===== config.mk =====
export PLATFORM = sky130hd
export DESIGN_NAME = system_address_decoder
export DESIGN_NICKNAME = d
export VERILOG_FILES = /design/src/hdl/addr_decoder_pkg.sv /design/src/hdl/region_matcher.sv /design/src/hdl/system_address_decoder.sv
export VERILOG_INCLUDE_DIRS = /design/src /design/src/hdl
export SDC_FILE = /design/constraint.sdc
export NUM_CORES = 1
export LEC_CHECK = 0
export ABC_CLOCK_PERIOD_IN_PS = 2000
export BUFFER_PORTS_ARGS = -buffer_cell sky130_fd_sc_hd__buf_2
export CAP_MARGIN = 5
export CORE_ASPECT_RATIO = 0.8
export CORE_UTILIZATION = 30
export CTS_CLUSTER_DIAMETER = 30
export DETAILED_ROUTE_END_ITERATION = 10
export PLACE_DENSITY = 0.62
export SLEW_MARGIN = 20
export SYNTH_ARGS = -nofsm -noshare
export SYNTH_HDL_FRONTEND = slang
export SYNTH_SLANG_ARGS = --single-unit

===== constraint.sdc =====
create_clock -name mclk_i -period 2 [get_ports mclk_i]
set_input_delay 0.3 -clock mclk_i [delete_from_list [all_inputs] [get_ports mclk_i]]
set_output_delay 0.3 -clock mclk_i [all_outputs]
set_load 0.02 [all_outputs]

===== src/hdl/addr_decoder_cfg.svh =====
/*
 * constants of the system address decoder: region geometry, fixed internal
 * bases, external default bases and reset values.
 * assumes a 32-bit byte address bus.
 */
`ifndef ADDR_DECODER_CFG_SVH
`define ADDR_DECODER_CFG_SVH

`define REGION_SHIFT       26
`define REGION_SIZE_MB     64
`define INT_REGION_COUNT   7
`define INT_SEL_MSB        31
`define INT_SEL_LSB        24
`define PERIPH_BASE_TOP    8'hff
`define DSPB_PRAM_TOP      8'hfe
`define DSPA_PRAM_TOP      8'hfd
`define RSVD_TOP           8'hfc
`define DSPB_MBOX_TOP      8'hfb
`define DSPA_MBOX_TOP      8'hfa
`define BOOT_ROM_TOP       8'hf9
`define INT_FLOOR_TOP      8'hf9
`define PERIPH_WIN_SHIFT   14
`define PERIPH_WIN_BITS    6
`define PRAM_WORDS         24576
`define MBOX_WORDS         2048
`define ROM_WORDS          1024
`define EXT_COUNT          6
`define EXT_BASE_W         6
`define SMC0_BASE_RST      32'h00000000
`define SMC1_BASE_RST      32'h01000000
`define SMC2_BASE_RST      32'h20000000
`define SMC3_BASE_RST      32'h30000000
`define DMC0_BASE_RST      32'h04000000
`define DMC1_BASE_RST      32'h05000000
`define EXT_EN_RST         6'h3f
`define RDATA_ZERO         32'h00000000

`endif


===== src/hdl/addr_decoder_pkg.sv =====
/*
 * types shared by the system address decoder files.
 * assumes addr_decoder_cfg.svh for all numeric values.
 */
`include "addr_decoder_cfg.svh"

package addr_decoder_pkg;

    // binary-encoded target enumeration, one value per access
    typedef enum logic [3:0] {
        TGT_NONE      = 4'h0,
        TGT_PERIPH    = 4'h1,
        TGT_DSPB_PRAM = 4'h2,
        TGT_DSPA_PRAM = 4'h3,
        TGT_DSPB_MBOX = 4'h4,
        TGT_DSPA_MBOX = 4'h5,
        TGT_BOOT_ROM  = 4'h6,
        TGT_SMC       = 4'h7,
        TGT_DMC       = 4'h8
    } target_t;

    // bases of the six external regions in 64 MB units
    typedef struct packed {
        logic [5:0] smc0;
        logic [5:0] smc1;
        logic [5:0] smc2;
        logic [5:0] smc3;
        logic [5:0] dmc0;
        logic [5:0] dmc1;
    } ext_bases_t;

    // routing decision for one access
    typedef struct packed {
        target_t    target;
        logic [1:0] ext_select;   // chip select index inside the controller
        logic [5:0] periph_slot;  // 16 KB window number
        logic       bridge;       // access goes over the peripheral bus
        logic       null_access;  // read zero, drop write
    } route_t;

endpackage : addr_decoder_pkg


===== src/hdl/region_matcher.sv =====
/*
 * combinational region decode: maps a byte address to one target.
 * assumes bases and enables are stable registers in the caller's domain.
 */
`timescale 1ns/1ps
`include "addr_decoder_cfg.svh"

module region_matcher
    import addr_decoder_pkg::*;
(
    input  wire logic [31:0] addr_i,      // bus byte address
    input  wire ext_bases_t  bases_i,     // external region bases
    input  wire logic [5:0]  ext_en_i,    // external region enables
    input  wire logic        rom_remap_i, // low: boot rom at zero
    output route_t           route_o      // decision
);

    // compare top six address bits with one base
    function automatic logic hit(input logic [31:0] a, input logic [5:0] b, input logic en);
        hit = en && (a[31:`REGION_SHIFT] == b);
    endfunction : hit

    // fixed internal map first, then remap, then external regions
    always_comb begin
        route_o             = '0;
        route_o.target      = TGT_NONE;
        route_o.null_access = 1'b1;
        if (addr_i[`INT_SEL_MSB:`INT_SEL_LSB] >= `INT_FLOOR_TOP) begin
            case (addr_i[`INT_SEL_MSB:`INT_SEL_LSB])
                `PERIPH_BASE_TOP: begin
                    route_o.target      = TGT_PERIPH;
                    route_o.bridge      = 1'b1;
                    route_o.periph_slot = addr_i[`PERIPH_WIN_SHIFT +: `PERIPH_WIN_BITS];
                end
                `DSPB_PRAM_TOP: route_o.target = TGT_DSPB_PRAM;
                `DSPA_PRAM_TOP: route_o.target = TGT_DSPA_PRAM;
                `DSPB_MBOX_TOP: route_o.target = TGT_DSPB_MBOX;
                `DSPA_MBOX_TOP: route_o.target = TGT_DSPA_MBOX;
                `BOOT_ROM_TOP:  route_o.target = TGT_BOOT_ROM;
                default:        route_o.target = TGT_NONE;
            endcase
        end else if (!rom_remap_i && addr_i[31:`REGION_SHIFT] == 6'h00) begin
            route_o.target = TGT_BOOT_ROM;
        end else if (hit(addr_i, bases_i.smc0, ext_en_i[0])) begin
            route_o.target = TGT_SMC;
        end else if (hit(addr_i, bases_i.smc1, ext_en_i[1])) begin
            route_o.target     = TGT_SMC;
            route_o.ext_select = 2'h1;
        end else if (hit(addr_i, bases_i.smc2, ext_en_i[2])) begin
            route_o.target     = TGT_SMC;
            route_o.ext_select = 2'h2;
        end else if (hit(addr_i, bases_i.smc3, ext_en_i[3])) begin
            route_o.target     = TGT_SMC;
            route_o.ext_select = 2'h3;
        end else if (hit(addr_i, bases_i.dmc0, ext_en_i[4])) begin
            route_o.target = TGT_DMC;
        end else if (hit(addr_i, bases_i.dmc1, ext_en_i[5])) begin
            route_o.target     = TGT_DMC;
            route_o.ext_select = 2'h1;
        end
        // one target per access; none means a null access
        if (route_o.target != TGT_NONE) begin
            route_o.null_access = 1'b0;
        end
    end

endmodule : region_matcher


===== src/hdl/system_address_decoder.sv =====
/*
 * system address decoder: region map of the system bus with boot remap.
 * assumes one 20 MHz clock, synchronous reset, the memory controllers
 * supplying region bases, and targets answering in the cycle after select.
 */
// Summary of operation
// - address space split into 64 MB regions
// - top seven 16 MB regions hold internal targets
// - six external regions, static or dynamic
// - external regions take default bases at reset
// - external bases reprogrammable, internal fixed
// - address zero goes to rom or external
// - remapped zero served by region zero
// - peripherals at top, 16 KB windows
// - second dsp program ram region
// - first dsp program ram; one reserved
// - two dsp mailbox regions
// - system bus reaches dsps and external bus
// - peripherals reached through bridge
// - little-endian byte ordering throughout
// - remap flag loaded from boot pin
// - software setting remap flag removes rom from zero
`timescale 1ns/1ps
`include "addr_decoder_cfg.svh"

module system_address_decoder
    import addr_decoder_pkg::*;
(
    input  wire logic        mclk_i,           // system clock 20 MHz
    input  wire logic        sys_rst_i,        // synchronous reset, high
    input  wire logic        boot_select_pin_i,// boot pin, async
    input  wire logic        remap_set_i,      // software sets remap flag
    input  wire logic        base_wr_i,        // controller base update strobe
    input  wire logic [2:0]  base_idx_i,       // 0..3 static, 4..5 dram
    input  wire logic [5:0]  base_val_i,       // new base, 64 MB units
    input  wire logic        base_en_i,        // new enable for that region
    input  wire logic        req_i,            // bus access request
    input  wire logic        wr_i,             // write access
    input  wire logic [31:0] addr_i,           // byte address
    input  wire logic [3:0]  be_i,             // byte lanes, lane0 = low byte
    input  wire logic [31:0] wdata_i,          // write data
    input  wire logic [31:0] tgt_rdata_i,      // data from selected target
    output target_t          target_o,         // registered target
    output logic [1:0]       ext_select_o,     // chip select index
    output logic [5:0]       periph_slot_o,    // peripheral window
    output logic             bridge_o,         // via peripheral bridge
    output logic             tgt_req_o,        // access to a real target
    output logic             tgt_wr_o,         // write to real target
    output logic [31:0]      tgt_addr_o,       // address to target
    output logic [3:0]       tgt_be_o,         // byte lanes to target
    output logic [31:0]      tgt_wdata_o,      // write data to target
    output logic             ack_o,            // access done pulse
    output logic [31:0]      rdata_o,          // read data to bus
    output logic             rom_remap_o       // remap flag state
);

    ext_bases_t   bases_q;
    logic [5:0]   ext_en_q;
    logic         boot_s1_q;
    logic         boot_s2_q;
    logic         rst_seen_q;
    logic         rom_remap_q;
    logic         pend_q;
    logic         pend_null_q;
    route_t       route;

    // top six address bits give the 64 MB region number
    function automatic logic [5:0] region_of(input logic [31:0] a);
        region_of = a[31:`REGION_SHIFT];
    endfunction : region_of

    // boot pin comes from outside; two flops before use
    always_ff @(posedge mclk_i) begin
        boot_s1_q <= boot_select_pin_i;
        boot_s2_q <= boot_s1_q;
    end

    // external bases: defaults at reset, controllers may move them
    always_ff @(posedge mclk_i) begin
        if (sys_rst_i) begin
            bases_q.smc0 <= region_of(`SMC0_BASE_RST);
            bases_q.smc1 <= region_of(`SMC1_BASE_RST);
            bases_q.smc2 <= region_of(`SMC2_BASE_RST);
            bases_q.smc3 <= region_of(`SMC3_BASE_RST);
            bases_q.dmc0 <= region_of(`DMC0_BASE_RST);
            bases_q.dmc1 <= region_of(`DMC1_BASE_RST);
            ext_en_q     <= `EXT_EN_RST;
        end else if (base_wr_i) begin
            // no overlap check; overlapping bases are software's fault
            case (base_idx_i)
                3'h0:    bases_q.smc0 <= base_val_i;
                3'h1:    bases_q.smc1 <= base_val_i;
                3'h2:    bases_q.smc2 <= base_val_i;
                3'h3:    bases_q.smc3 <= base_val_i;
                3'h4:    bases_q.dmc0 <= base_val_i;
                3'h5:    bases_q.dmc1 <= base_val_i;
                default: bases_q.smc0 <= bases_q.smc0;
            endcase
            if (base_idx_i < 3'h6) begin
                ext_en_q[base_idx_i] <= base_en_i;
            end
        end
    end

    // remap flag: caught from the pin on the first edge after release
    always_ff @(posedge mclk_i) begin
        if (sys_rst_i) begin
            rst_seen_q  <= 1'b1;
            rom_remap_q <= 1'b0;
        end else if (rst_seen_q) begin
            rst_seen_q  <= 1'b0;
            // a software set in the load cycle is not lost
            rom_remap_q <= boot_s2_q || remap_set_i;
        end else if (remap_set_i) begin
            rom_remap_q <= 1'b1;
        end
    end

    region_matcher u_match (
        .addr_i      (addr_i),
        .bases_i     (bases_q),
        .ext_en_i    (ext_en_q),
        .rom_remap_i (rom_remap_q),
        .route_o     (route)
    );

    // request stage: target chosen, address and lanes passed unchanged
    always_ff @(posedge mclk_i) begin
        if (sys_rst_i) begin
            target_o      <= TGT_NONE;
            ext_select_o  <= 2'h0;
            periph_slot_o <= 6'h00;
            bridge_o      <= 1'b0;
            tgt_req_o     <= 1'b0;
            tgt_wr_o      <= 1'b0;
            tgt_addr_o    <= `RDATA_ZERO;
            tgt_be_o      <= 4'h0;
            tgt_wdata_o   <= `RDATA_ZERO;
            pend_q        <= 1'b0;
            pend_null_q   <= 1'b0;
        end else begin
            pend_q      <= req_i;
            pend_null_q <= req_i && route.null_access;
            tgt_req_o   <= req_i && !route.null_access;
            tgt_wr_o    <= req_i && wr_i && !route.null_access;
            if (req_i) begin
                target_o      <= route.target;
                ext_select_o  <= route.ext_select;
                periph_slot_o <= route.periph_slot;
                bridge_o      <= route.bridge;
                tgt_addr_o    <= addr_i;
                tgt_be_o      <= be_i;
                tgt_wdata_o   <= wdata_i;
            end
        end
    end

    // answer stage: target data or zero for a null access
    always_ff @(posedge mclk_i) begin
        if (sys_rst_i) begin
            ack_o   <= 1'b0;
            rdata_o <= `RDATA_ZERO;
        end else begin
            ack_o   <= pend_q;
            rdata_o <= pend_q ? (pend_null_q ? `RDATA_ZERO : tgt_rdata_i) : `RDATA_ZERO;
        end
    end

    // flag seen by software
    always_ff @(posedge mclk_i) begin
        if (sys_rst_i) begin
            rom_remap_o <= 1'b0;
        end else begin
            rom_remap_o <= rom_remap_q;
        end
    end

    // decode, remap flag, ack and default base checks
    property p_rom_at_zero;
        @(posedge mclk_i) disable iff (sys_rst_i)
        req_i && !rom_remap_q && addr_i[31:26] == 6'h00 |=> target_o == TGT_BOOT_ROM;
    endproperty
    a_rom_at_zero: assert property (p_rom_at_zero) else $error("zero not decoded to rom");
    property p_periph;
        @(posedge mclk_i) disable iff (sys_rst_i)
        req_i && addr_i[31:24] == 8'hff |=> target_o == TGT_PERIPH && bridge_o
            && periph_slot_o == $past(addr_i[19:14]);
    endproperty
    a_periph: assert property (p_periph) else $error("peripheral decode wrong");
    property p_dspb_pram;
        @(posedge mclk_i) disable iff (sys_rst_i) req_i && addr_i[31:24] == 8'hfe |=> target_o == TGT_DSPB_PRAM;
    endproperty
    a_dspb_pram: assert property (p_dspb_pram) else $error("second dsp ram decode wrong");
    property p_dspa_pram;
        @(posedge mclk_i) disable iff (sys_rst_i)
        req_i && addr_i[31:24] == 8'hfd |=> target_o == TGT_DSPA_PRAM;
    endproperty
    a_dspa_pram: assert property (p_dspa_pram) else $error("first dsp ram decode wrong");
    property p_dspa_mbox;
        @(posedge mclk_i) disable iff (sys_rst_i)
        req_i && addr_i[31:24] == 8'hfa |=> target_o == TGT_DSPA_MBOX;
    endproperty
    a_dspa_mbox: assert property (p_dspa_mbox) else $error("first dsp mailbox decode wrong");
    property p_rsvd;
        @(posedge mclk_i) disable iff (sys_rst_i) req_i && addr_i[31:24] == 8'hfc |=> !tgt_req_o ##1 ack_o && rdata_o == 32'h0;
    endproperty
    a_rsvd: assert property (p_rsvd) else $error("reserved region not null");
    property p_mbox;
        @(posedge mclk_i) disable iff (sys_rst_i)
        req_i && addr_i[31:25] == 7'h7d |=> target_o == TGT_DSPB_MBOX || target_o == TGT_DSPA_MBOX;
    endproperty
    a_mbox: assert property (p_mbox) else $error("mailbox decode wrong");
    property p_rom;
        @(posedge mclk_i) disable iff (sys_rst_i) req_i && addr_i[31:24] == 8'hf9 |=> target_o == TGT_BOOT_ROM;
    endproperty
    a_rom: assert property (p_rom) else $error("boot rom region wrong");
    property p_remap_sticky;
        @(posedge mclk_i) disable iff (sys_rst_i) remap_set_i && !rst_seen_q |=> rom_remap_q [*2];
    endproperty
    a_remap_sticky: assert property (p_remap_sticky) else $error("remap flag not set");
    property p_ack;
        @(posedge mclk_i) disable iff (sys_rst_i) req_i |-> ##2 ack_o;
    endproperty
    a_ack: assert property (p_ack) else $error("access not answered in two cycles");
    property p_one;
        @(posedge mclk_i) disable iff (sys_rst_i) tgt_req_o |-> target_o != TGT_NONE;
    endproperty
    a_one: assert property (p_one) else $error("request with no target");
    property p_def_dmc;
        @(posedge mclk_i) disable iff (sys_rst_i)
        $past(sys_rst_i) |-> bases_q.dmc0 == 6'h01 && bases_q.smc2 == 6'h08;
    endproperty
    a_def_dmc: assert property (p_def_dmc) else $error("default bases wrong");

    // external region and reserved write checks
    property p_int_floor;
        @(posedge mclk_i) disable iff (sys_rst_i)
        req_i && addr_i[31:24] >= 8'hf9 |=> target_o != TGT_SMC && target_o != TGT_DMC;
    endproperty
    a_int_floor: assert property (p_int_floor) else $error("internal region sent outside");

    property p_ext_granule;
        @(posedge mclk_i) disable iff (sys_rst_i)
        req_i && rom_remap_q && ext_en_q[0] && addr_i[31:26] == bases_q.smc0 && addr_i[31:24] < 8'hf9
            |=> target_o == TGT_SMC && ext_select_o == 2'h0;
    endproperty
    a_ext_granule: assert property (p_ext_granule) else $error("static region zero missed");

    property p_ext_any;
        @(posedge mclk_i) disable iff (sys_rst_i)
        req_i && rom_remap_q && ext_en_q[5] && addr_i[31:26] == bases_q.dmc1 && addr_i[31:24] < 8'hf9
            |=> target_o == TGT_SMC || target_o == TGT_DMC;
    endproperty
    a_ext_any: assert property (p_ext_any) else $error("dram region one not external");

    property p_null_write;
        @(posedge mclk_i) disable iff (sys_rst_i)
        req_i && wr_i && addr_i[31:24] == 8'hfc |=> !tgt_wr_o ##1 ack_o && rdata_o == 32'h0;
    endproperty
    a_null_write: assert property (p_null_write) else $error("reserved write not dropped");

    // configuration and flag checks
    property p_def_static;
        @(posedge mclk_i) disable iff (sys_rst_i)
        $past(sys_rst_i) |-> bases_q.smc0 == 6'h00 && bases_q.smc3 == 6'h0c && ext_en_q == 6'h3f;
    endproperty
    a_def_static: assert property (p_def_static) else $error("default static bases wrong");

    property p_base_load;
        @(posedge mclk_i) disable iff (sys_rst_i)
        base_wr_i && base_idx_i == 3'h4 |=> bases_q.dmc0 == $past(base_val_i) && ext_en_q[4] == $past(base_en_i);
    endproperty
    a_base_load: assert property (p_base_load) else $error("dram region zero not loaded");

    property p_boot_load;
        @(posedge mclk_i) disable iff (sys_rst_i)
        rst_seen_q |=> rom_remap_q == ($past(boot_s2_q) || $past(remap_set_i));
    endproperty
    a_boot_load: assert property (p_boot_load) else $error("remap flag not loaded from pin");

    property p_remap_off;
        @(posedge mclk_i) disable iff (sys_rst_i)
        req_i && rom_remap_q && addr_i[31:26] == 6'h00 |=> target_o != TGT_BOOT_ROM;
    endproperty
    a_remap_off: assert property (p_remap_off) else $error("rom still at zero after remap");

    // pass-through checks
    property p_pass;
        @(posedge mclk_i) disable iff (sys_rst_i)
        req_i && !route.null_access |=> tgt_req_o && tgt_addr_o == $past(addr_i) && tgt_wr_o == $past(wr_i);
    endproperty
    a_pass: assert property (p_pass) else $error("access not passed to target");

    property p_lanes;
        @(posedge mclk_i) disable iff (sys_rst_i)
        req_i |=> tgt_be_o == $past(be_i) && tgt_wdata_o == $past(wdata_i);
    endproperty
    a_lanes: assert property (p_lanes) else $error("byte lanes reordered");

    property p_bridge_only;
        @(posedge mclk_i) disable iff (sys_rst_i)
        bridge_o |-> target_o == TGT_PERIPH;
    endproperty
    a_bridge_only: assert property (p_bridge_only) else $error("bridge used for non peripheral");

    c_rom_boot: cover property (@(posedge mclk_i) req_i && route.target == TGT_BOOT_ROM);
    c_dmc: cover property (@(posedge mclk_i) req_i && route.target == TGT_DMC);
    c_null: cover property (@(posedge mclk_i) req_i && route.null_access);
    c_remap: cover property (@(posedge mclk_i) $rose(rom_remap_q));
    c_back_to_back: cover property (@(posedge mclk_i) req_i ##1 req_i);

endmodule : system_address_decoder


* Yosys cells after proc, flatten, opt, wreduce, memory -nomap -nowiden
Index checks and enable logic that the tools add are counted.
** Operators by class
- Bitwise gates (word level) :: 1
- Order comparisons :: 4
- Eq/ne operators :: 17
- Reductions and logical operators :: 26
- Mux-type cells :: 22
** Operators with widths (count)
- 8-bit equality test, second input constant :: 6
- 6-bit equality test :: 6
- 6-bit two-way mux :: 4
- 3-bit one-hot mux with 6 select lines :: 1
- 4-bit two-way mux :: 4
- 7-bit two-way mux :: 2
- 2-bit AND reduction :: 7
- 1-bit logical AND :: 12
- 8-bit greater-or-equal comparator, second input constant :: 1
- 2-bit two-way mux :: 4
- 6-bit bitwise mux :: 1
- 3-bit by 2-bit equality test with 1-bit output, second input constant :: 2
- 3-bit equality test, second input constant :: 2
- 6-bit zero test :: 1
- 1-bit two-way mux :: 5
- 3-bit by 4-bit less-than comparator with 1-bit output, second input constant :: 1
- 4-bit nonzero test :: 1
- 1-bit demux with 3-bit select :: 1
- 3-bit by 1-bit equality test with 1-bit output, second input constant :: 1
- 3-bit by 1-bit greater-or-equal comparator with 1-bit output, second input constant :: 1
- 3-bit zero test :: 1
- 3-bit less-than comparator, second input constant :: 1
- 3-bit OR reduction :: 1
- 2-bit nonzero test :: 1
- other kinds (3) :: 3
** Storage, ports and cells
- Logic and storage cells :: 95
- Output and inout bits :: 117
- Register bits :: 165
- Input port bits :: 117

* Longest topological paths before layout
Gate-level depths: netlist (run 1).
- Word-level depth :: 13
- Gate-level depth with buffers :: 8
- Depth with buffers taken out :: 6

* Modules after synthesis
Synthesis (run 1) repeated with hierarchy kept, for this count alone.
** Second synthesis, totals
- Cell total of the unflattened synthesis :: 603
- Area total of the unflattened synthesis :: 6459.9 um2
** Modules (own cells, without submodules)
- system_address_decoder :: seq. area each 3303.2 um2, cells an instance 502, area an instance 5741.8 um2, times used 1
- region_matcher :: seq. area each 0.0 um2, cells an instance 101, area an instance 718.2 um2, times used 1

* Worst setup path before layout (run 1)
Ideal clock, no wire load.
- Kind :: in2reg
- Start :: input addr_i[28]
- End :: register pend_null_q
- Stages on the path :: 7
- Library setup time :: 0.060 ns
- Required time :: 1.940 ns
- Buffers on the path :: 1
- Arrival time :: 1.823 ns
- Setup slack :: 0.117 ns
- Cell sequence :: buf_6 -> or4_1 -> or4_4 -> o21ai_4 -> a21oi_4 -> a21boi_2 -> and3_1
** Between the ends
- Cells in the longest elaborated chain, start to end :: 13
- Elaborated cells on any way between the ends :: 33
- Classes of those cells :: order compare (1); eq/ne (12); mux (10); reduce/logical (10)
** RTL lines
- start: declaration :: line system_address_decoder.sv:39 : input wire logic [31:0] addr_i,
- 6-bit equality test :: line region_matcher.sv:20 : hit = en && (a[31:`REGION_SHIFT] == b);
- 1-bit logical AND :: line region_matcher.sv:20
- 6-bit two-way mux :: line region_matcher.sv:57 : end else if (hit(addr_i, bases_i.dmc1, ext_en_i[5])) begin
- 4-bit two-way mux :: line region_matcher.sv:55 : end else if (hit(addr_i, bases_i.dmc0, ext_en_i[4])) begin
- 6-bit two-way mux :: line region_matcher.sv:52 : end else if (hit(addr_i, bases_i.smc3, ext_en_i[3])) begin
- 6-bit two-way mux :: line region_matcher.sv:49 : end else if (hit(addr_i, bases_i.smc2, ext_en_i[2])) begin
- 6-bit two-way mux :: line region_matcher.sv:46 : end else if (hit(addr_i, bases_i.smc1, ext_en_i[1])) begin
- 4-bit two-way mux :: line region_matcher.sv:44 : end else if (hit(addr_i, bases_i.smc0, ext_en_i[0])) begin
- 4-bit two-way mux :: line region_matcher.sv:42 : end else if (!rom_remap_i && addr_i[31:`REGION_SHIFT] == 6'h00) begin
- 4-bit two-way mux * :: line region_matcher.sv:28 : if (addr_i[`INT_SEL_MSB:`INT_SEL_LSB] >= `INT_FLOOR_TOP) begin
- 4-bit nonzero test * :: line region_matcher.sv:62 : if (route_o.target != TGT_NONE) begin
- 1-bit two-way mux * :: line region_matcher.sv:62
- 1-bit logical AND * :: line system_address_decoder.sv:143 : pend_null_q <= req_i && route.null_access;
- end signal: assignment :: line system_address_decoder.sv:143
- end: declaration :: line system_address_decoder.sv:64 : logic pend_null_q;
Mark *: on every way between the ends. The rest lies on a longest branch, timed or not.
A chain may end at the register's enable or synchronous reset.

* Worst setup path after layout (run 1)
- Start :: register bases_q[22] (netlist name)
- End :: register target_o[0]
** Between the ends
- Cells in the longest elaborated chain, start to end :: 7
** RTL lines
- start: declaration :: line system_address_decoder.sv:57 : ext_bases_t bases_q;
- 6-bit equality test :: line region_matcher.sv:20
- 1-bit logical AND :: line region_matcher.sv:20
- 6-bit two-way mux :: line region_matcher.sv:49
- 6-bit two-way mux :: line region_matcher.sv:46
- 4-bit two-way mux :: line region_matcher.sv:44
- 4-bit two-way mux :: line region_matcher.sv:42
- 4-bit two-way mux :: line region_matcher.sv:28
- end signal: assignment :: line system_address_decoder.sv:147 : target_o <= route.target;
- end: declaration :: line system_address_decoder.sv:43 : output target_t target_o,
No other way between the ends.

==> results of run 1 <==
==> registers in the layout, summed over array words and instances (netlist names) <==
name	flops
target_o	4
ext_select_o	2
bridge_o	1
bases_q	36
rst_seen_q	1
tgt_wr_o	1
ext_en_q	6
tgt_wdata_o	32
boot_s2_q	1
rom_remap_q	1
rdata_o	32
tgt_addr_o	32
ack_o	1
tgt_be_o	4
pend_null_q	1
tgt_req_o	1
periph_slot_o	6
boot_s1_q	1
pend_q	1
rom_remap_o	1
==> cell type report <==
class	count	area [sq um]
tap	264	330
sequential	165	3300
timing repair buffer	252	1350
clock inverter	15	159
fill	2050	11700
multi-input combinational	404	2660
inverter	1	3.75
clock buffer	17	425
==> worst min path at each step <==
stage / start / endpoint / slack, ps / depth (start not counted)
global route: tgt_rdata_i[8] / rdata_o[8] / 50 / 2
CTS: tgt_rdata_i[5] / rdata_o[5] / 50 / 2
floorplan: boot_s1_q / boot_s2_q / 310 / 0
global placement: boot_s1_q / boot_s2_q / 310 / 0
finish: tgt_rdata_i[5] / rdata_o[5] / 70 / 2
detailed placement: boot_s1_q / boot_s2_q / 310 / 0
==> critical path: stages (launching register included) <==
cell and delay (ps):
dfxtp_1 360, xnor2_1 130, nand4_1 120, nor4_1 260, buf_4 190, nor4_2 40, buf_4 140, o221a_1 250
nor3_1 170
==> cell families (layout without fill, tap and decap cells) <==
family	Yosys count	after routing	synth area share [%]
flip-flops	165	165	53.9
XOR/XNOR	36	36	5.15
buffers and inverters	38	285	2.72
AO/OA/AOI/OAI	41	41	4.62
AND/OR/NAND/NOR	237	237	18.9
multiplexers	90	90	14.7
==> per-layer routing <==
metal,up-vias,share of wire [%]
li1,2486,-
met3,10,6.1
met4,0,0.82
met1,2255,48
met2,143,45
met5,-,0
==> power groups by stage <==
stage / combinational (mW) / sequential, mW / clock (mW)
floorplan: 0.349 / 3.68 / 0
global placement: 0.795 / 3.55 / 0
detailed placement: 0.805 / 3.55 / 0
CTS: 0.810 / 3.48 / 3.28
global route: 0.872 / 3.50 / 3.43
finish: 0.801 / 3.48 / 3.18
==> placed cells by master, fill, tap and decap left out, types with 4 or more instances in the layout <==
cell       instances
buf_2            231
inv_6              5
nand4_1            6
xor2_1            18
nor2b_1           10
nand3b_1           6
nand2_1           48
nand3_1           10
clkinv_4           5
nor2_1            90
clkbuf_16         17
xnor2_1           18
and2_1            32
mux2i_1           90
nand2b_1          13
nor3_1             4
nor4_1             5
buf_4             17
dfxtp_1          165
a21oi_1           27
==> per-stage QoR <==
stage               setup slack (ps)  TNS, ps  instance area (sq um)  hold slack (ps)
finish                           238        0                   8230             71.2
CTS                              209        0                   8230             49.5
global placement                11.9        0                   7640              311
floorplan                        117        0                   6130              310
detailed placement             -19.5    -37.1                   7640              314
global route                     115        0                   8230             47.8
==> repair_timing <==
action                                  in CTS  in global routing
endpoints found under the setup margin       0                  0
hold endpoints to repair                     1                  0
setup buffers                                0                  0
hold buffers                                 1                  0
==> flow_summary.toml, run 1 <==
[status]
outcome = "completed"

[synthesis]
ys_top_cells_by_area = "dfxtp_1, mux2i_1, nor2_1"
ys_seq_elements = 165
ys_types = 42
ys_async_sr_fraction_pct = 0
yosys_most_used_dff = "dfxtp_1"
syn_area_per_cell_sq_um = 10.1
syn_inst = 607
syn_nets = 724
yosys_warnings = 0
synth_largest_area_cell = "dfxtp_1"
synth_common_cells = "dfxtp_1, mux2i_1, nor2_1"
synth_top_area_share_pct = 53.9
netlist_area_sq_um = 6130
synth_most_common_cell = "dfxtp_1"
synth-edff-count = 0
ys_seq_area_share_pct = 53.9

[sta]
setup_violations = 0
period_share_pct = 88.1
max_freq_mhz = 567
drv_slew = 0
rsz0062_at_grt = "no"
hold_viol = 0
worstMarginPinSlew_ps = 511
period_minus_slack_ps = 1760
max-slew-margin-rel_pct = 66.0
fin_skew_ps = 11.2

[clock_tree]
cts_sinks = 165
htreeDepth = 4
cts_resized = 0
root_buffer = "clkbuf_16"
clk_path_buf_depth = 2
clock_latency_ps = 420
clk_pin_slew_ps = 70
cts_tree = "yes"
cts_made_buffers = 17

[power]
fin_total_pwr_mw = 7.46
power.leakage_nw = 3.97
p_switching_mw = 2.04
intPower_mw = 5.42
swShare_pct = 27.3
p_seq_share_pct = 46.6
clkPwrFrac_pct = 42.6
vdd_drop_max_uv = 406
powerDensity_nw_per_um2 = 906
power_frac_comb_pct = 10.7

[grt]
grt_max_degree = 70
grt_pass1_vias = 4500
gr-usage-met1_pct = 20.4
antenna_found_initial = 0
met3_usage_pct = 4.13
busiest_layer = "met2"
gr-total-overflow = 0
grt_pass1_wl_um = 24200
groute.usage.overall_pct = 14.9
use_met2_pct = 22.9

[route]
via_per_inst = 4.38
postRouteAntennaNets = 0
finalWirelength_um = 15800
vias = 4894
drt_first_pass_iters = 4
drt_iter0_drc = 312
drc = 0
wl_per_cell_um = 14.2

[setup_path]
startpoint = "bases_q[22]"
worstPathRequired_ps = 2340
critPathKind = "flip-flop to flip-flop"
arrival_ps = 2100
rr_startpoint = "bases_q[22]"
r2r-end = "target_o[0]"
reg2reg_slack_ps = 240
rr_worst_depth = 8
cp_max_fo = 4
worst_setup_path_end_kind = "flip-flop"
cp-endpoint = "target_o[0]"
cp-start-kind = "flip-flop"

[layout]
synthToLayoutAreaGrowth_pct = 34.4
num_antenna_cells = 0
stdcell_count = 1118
utilization_pct = 41.3
final_nets = 958
drive_above_1_share_pct = 34.2

[floorplan]
dieArea_sq_um = 21000
start_util_pct = 30.8
rows = 46
io_pins = 234
core_area_sq_um = 19900
die_h_um = 130
fp.dieW_um = 162

[place]
dp.cells = 1085
portBuffers = 233
dp_hpwl_um = 11600
place.gp.congestion = 0.803

[hold_path]
worstHoldPathType = "input port to flip-flop"

[run]
drv_cap = 0
Power figures use the tool's default switching activity.
==> run 2, diff against run 1 <==
--- a/config.mk
+++ b/config.mk
@@ -9,7 +9,7 @@
 export ABC_CLOCK_PERIOD_IN_PS = 2000
 export BUFFER_PORTS_ARGS = -buffer_cell sky130_fd_sc_hd__buf_2
 export CAP_MARGIN = 5
-export CORE_ASPECT_RATIO = 0.8
+export CORE_ASPECT_RATIO = 0.75
 export CORE_UTILIZATION = 30
 export CTS_CLUSTER_DIAMETER = 30
 export DETAILED_ROUTE_END_ITERATION = 10
==> run 2 against run 1 <==
- sequential cell count unchanged
- non-clock buffer count increased by 3
- global-route usage increased by 1.1 points
- critical endpoint unchanged
- largest cell class unchanged
==> flow_summary.toml, run 2 (synthesis gave the netlist of run 1 again) <==
[clock_tree]
clk_pin_slew_ps = 70
root_buffer = "clkbuf_16"
cts_tree = "yes"
htreeDepth = 4
post-cts-setup-buffer-count = 0
clock_latency_ps = 410
cts_sinks = 165
cts_made_buffers = 17
clk_path_buf_depth = 2

[place]
portBuffers = 233
dp_hpwl_um = 12100
place.gp.congestion = 0.829

[power]
power.leakage_nw = 3.98
powerDensity_nw_per_um2 = 921
vdd_drop_max_uv = 403

[sta]
drv_slew = 0
max-slew-margin-rel_pct = 52.7
setup_tns_ps = 0
max_freq_mhz = 582
fin_skew_ps = 9.00
period_share_pct = 85.9
finalHoldWorstSlack_ps = 78.0
period_minus_slack_ps = 1720
hold_viol = 0
worstMarginPinSlew_ps = 709
rsz0062_at_grt = "no"
setup_violations = 0

[floorplan]
rows = 44
io_pins = 234
dieArea_sq_um = 21000
start_util_pct = 31.2
core_area_sq_um = 19700
fp.dieW_um = 167
die_h_um = 126

[setup_path]
worst_setup_path_end_kind = "flip-flop"
worstPathRequired_ps = 2340
cp-start-kind = "flip-flop"
cp_slowest_cell = "dfxtp_1"
arrival_ps = 2050
critPathKind = "flip-flop to flip-flop"
crit_chain = "xnor2_1 -> nand4_1 -> nor4_1 -> buf_4 -> nor4_2 -> buf_4 -> o221a_1 -> nor3_1"
critPathMaxStageDelay_ps = 390
cp_common_cell = "buf_4"
cp_max_fo = 4

[layout]
synthToLayoutAreaGrowth_pct = 34.3
final_cell_mix = "buf_2, dfxtp_1, mux2i_1, nor2_1, nand2_1"
largest_reg_flops = 36
num_antenna_cells = 0
drive_above_1_share_pct = 34.3
final_common_cell = "buf_2"
top_register = "bases_q"
fillers = 1963
final_nets = 961

[grt]
grt_pass1_vias = 4780
grt_pass1_wl_um = 26100
gr-total-overflow = 0
grt_max_degree = 50
antenna_found_initial = 0
groute.usage.overall_pct = 16.0

[status]
outcome = "completed"

[route]
postRouteAntennaNets = 0
drt_iter0_drc = 340
finalWirelength_um = 16400
wl_per_cell_um = 14.8
vias = 4920
drc = 0
via_per_inst = 4.43
drt_first_pass_iters = 4

[hold_path]
worstHoldPathType = "input port to flip-flop"

[run]
drv_cap = 0
[run 2: changes by cell type in the layout (fill, tap and decap cells not counted), sizes merged]
cell      change
buf           +3
bufinv        +2
clkbuf        +1
clkinv        -3
clkinvlp      +1
inv           -1
[run 2: timing repair]
action,in CTS,in global routing
hold endpoints to repair,1,0
resized for setup,0,0
hold buffers,1,0
endpoints found under the setup margin,0,0
[run 2: critical path, delay by kind of cell (launching register included)]
| family | cells | cell delay (ps) |
|---|---|---|
| AO/OA/AOI/OAI | 1 | 260 |
| AND/OR/NAND/NOR | 4 | 540 |
| flip-flops | 1 | 390 |
| XOR/XNOR | 1 | 140 |
| buffers and inverters | 2 | 320 |
[run 2: final timing paths]
kind | startpoint | endpoint | slack, ps | depth (start not counted)
max | bases_q[32] | target_o[0] | 280 | 8
min reg2reg | boot_s1_q | boot_s2_q | 330 | 0
min | tgt_rdata_i[14] | rdata_o[14] | 80 | 2
max reg2reg | bases_q[32] | target_o[0] | 280 | 8
[run 2: cell type report]
cell class,instances,area (sq um),area share [%]
sequential,165,3300,40.2
multi-input combinational,404,2660,32.3
timing repair buffer,255,1350,16.4
clock buffer,18,429,5.22
tap,253,317,3.85
clock inverter,14,165,2.01
inverter,1,3.75,0.0456
[run 2: per-layer routing]
layer	track usage [%]	up-vias	part of all wire (%)
li1	-	2495	-
met1	21.9	2227	48
met2	23.7	194	42
met3	6.57	4	9.7
met4	2.83	0	0.28
met5	0	-	0
[run 2: power by group]
| part | internal [mW] | switching, mW | total, mW |
|---|---|---|---|
| sequential | 3.42 | 0.0692 | 3.49 |
| combinational | 0.337 | 0.456 | 0.794 |
| clock | 1.88 | 1.41 | 3.29 |
[run 2: metrics by stage]
stage / instance area [sq um] / power, mW / setup WS, ps / cells / utilization (%)
floorplan: 6130 / 4.03 / 117 / 607 / -
global placement: 7620 / 4.35 / 31.2 / 1077 / 38.8
detailed placement: 7620 / 4.36 / 24.8 / 1077 / 38.8
CTS: 8230 / 7.70 / 280 / 1110 / 41.9
global route: 8230 / 7.93 / 98.1 / 1110 / 41.9
finish: 8230 / 7.57 / 282 / 1110 / 41.9
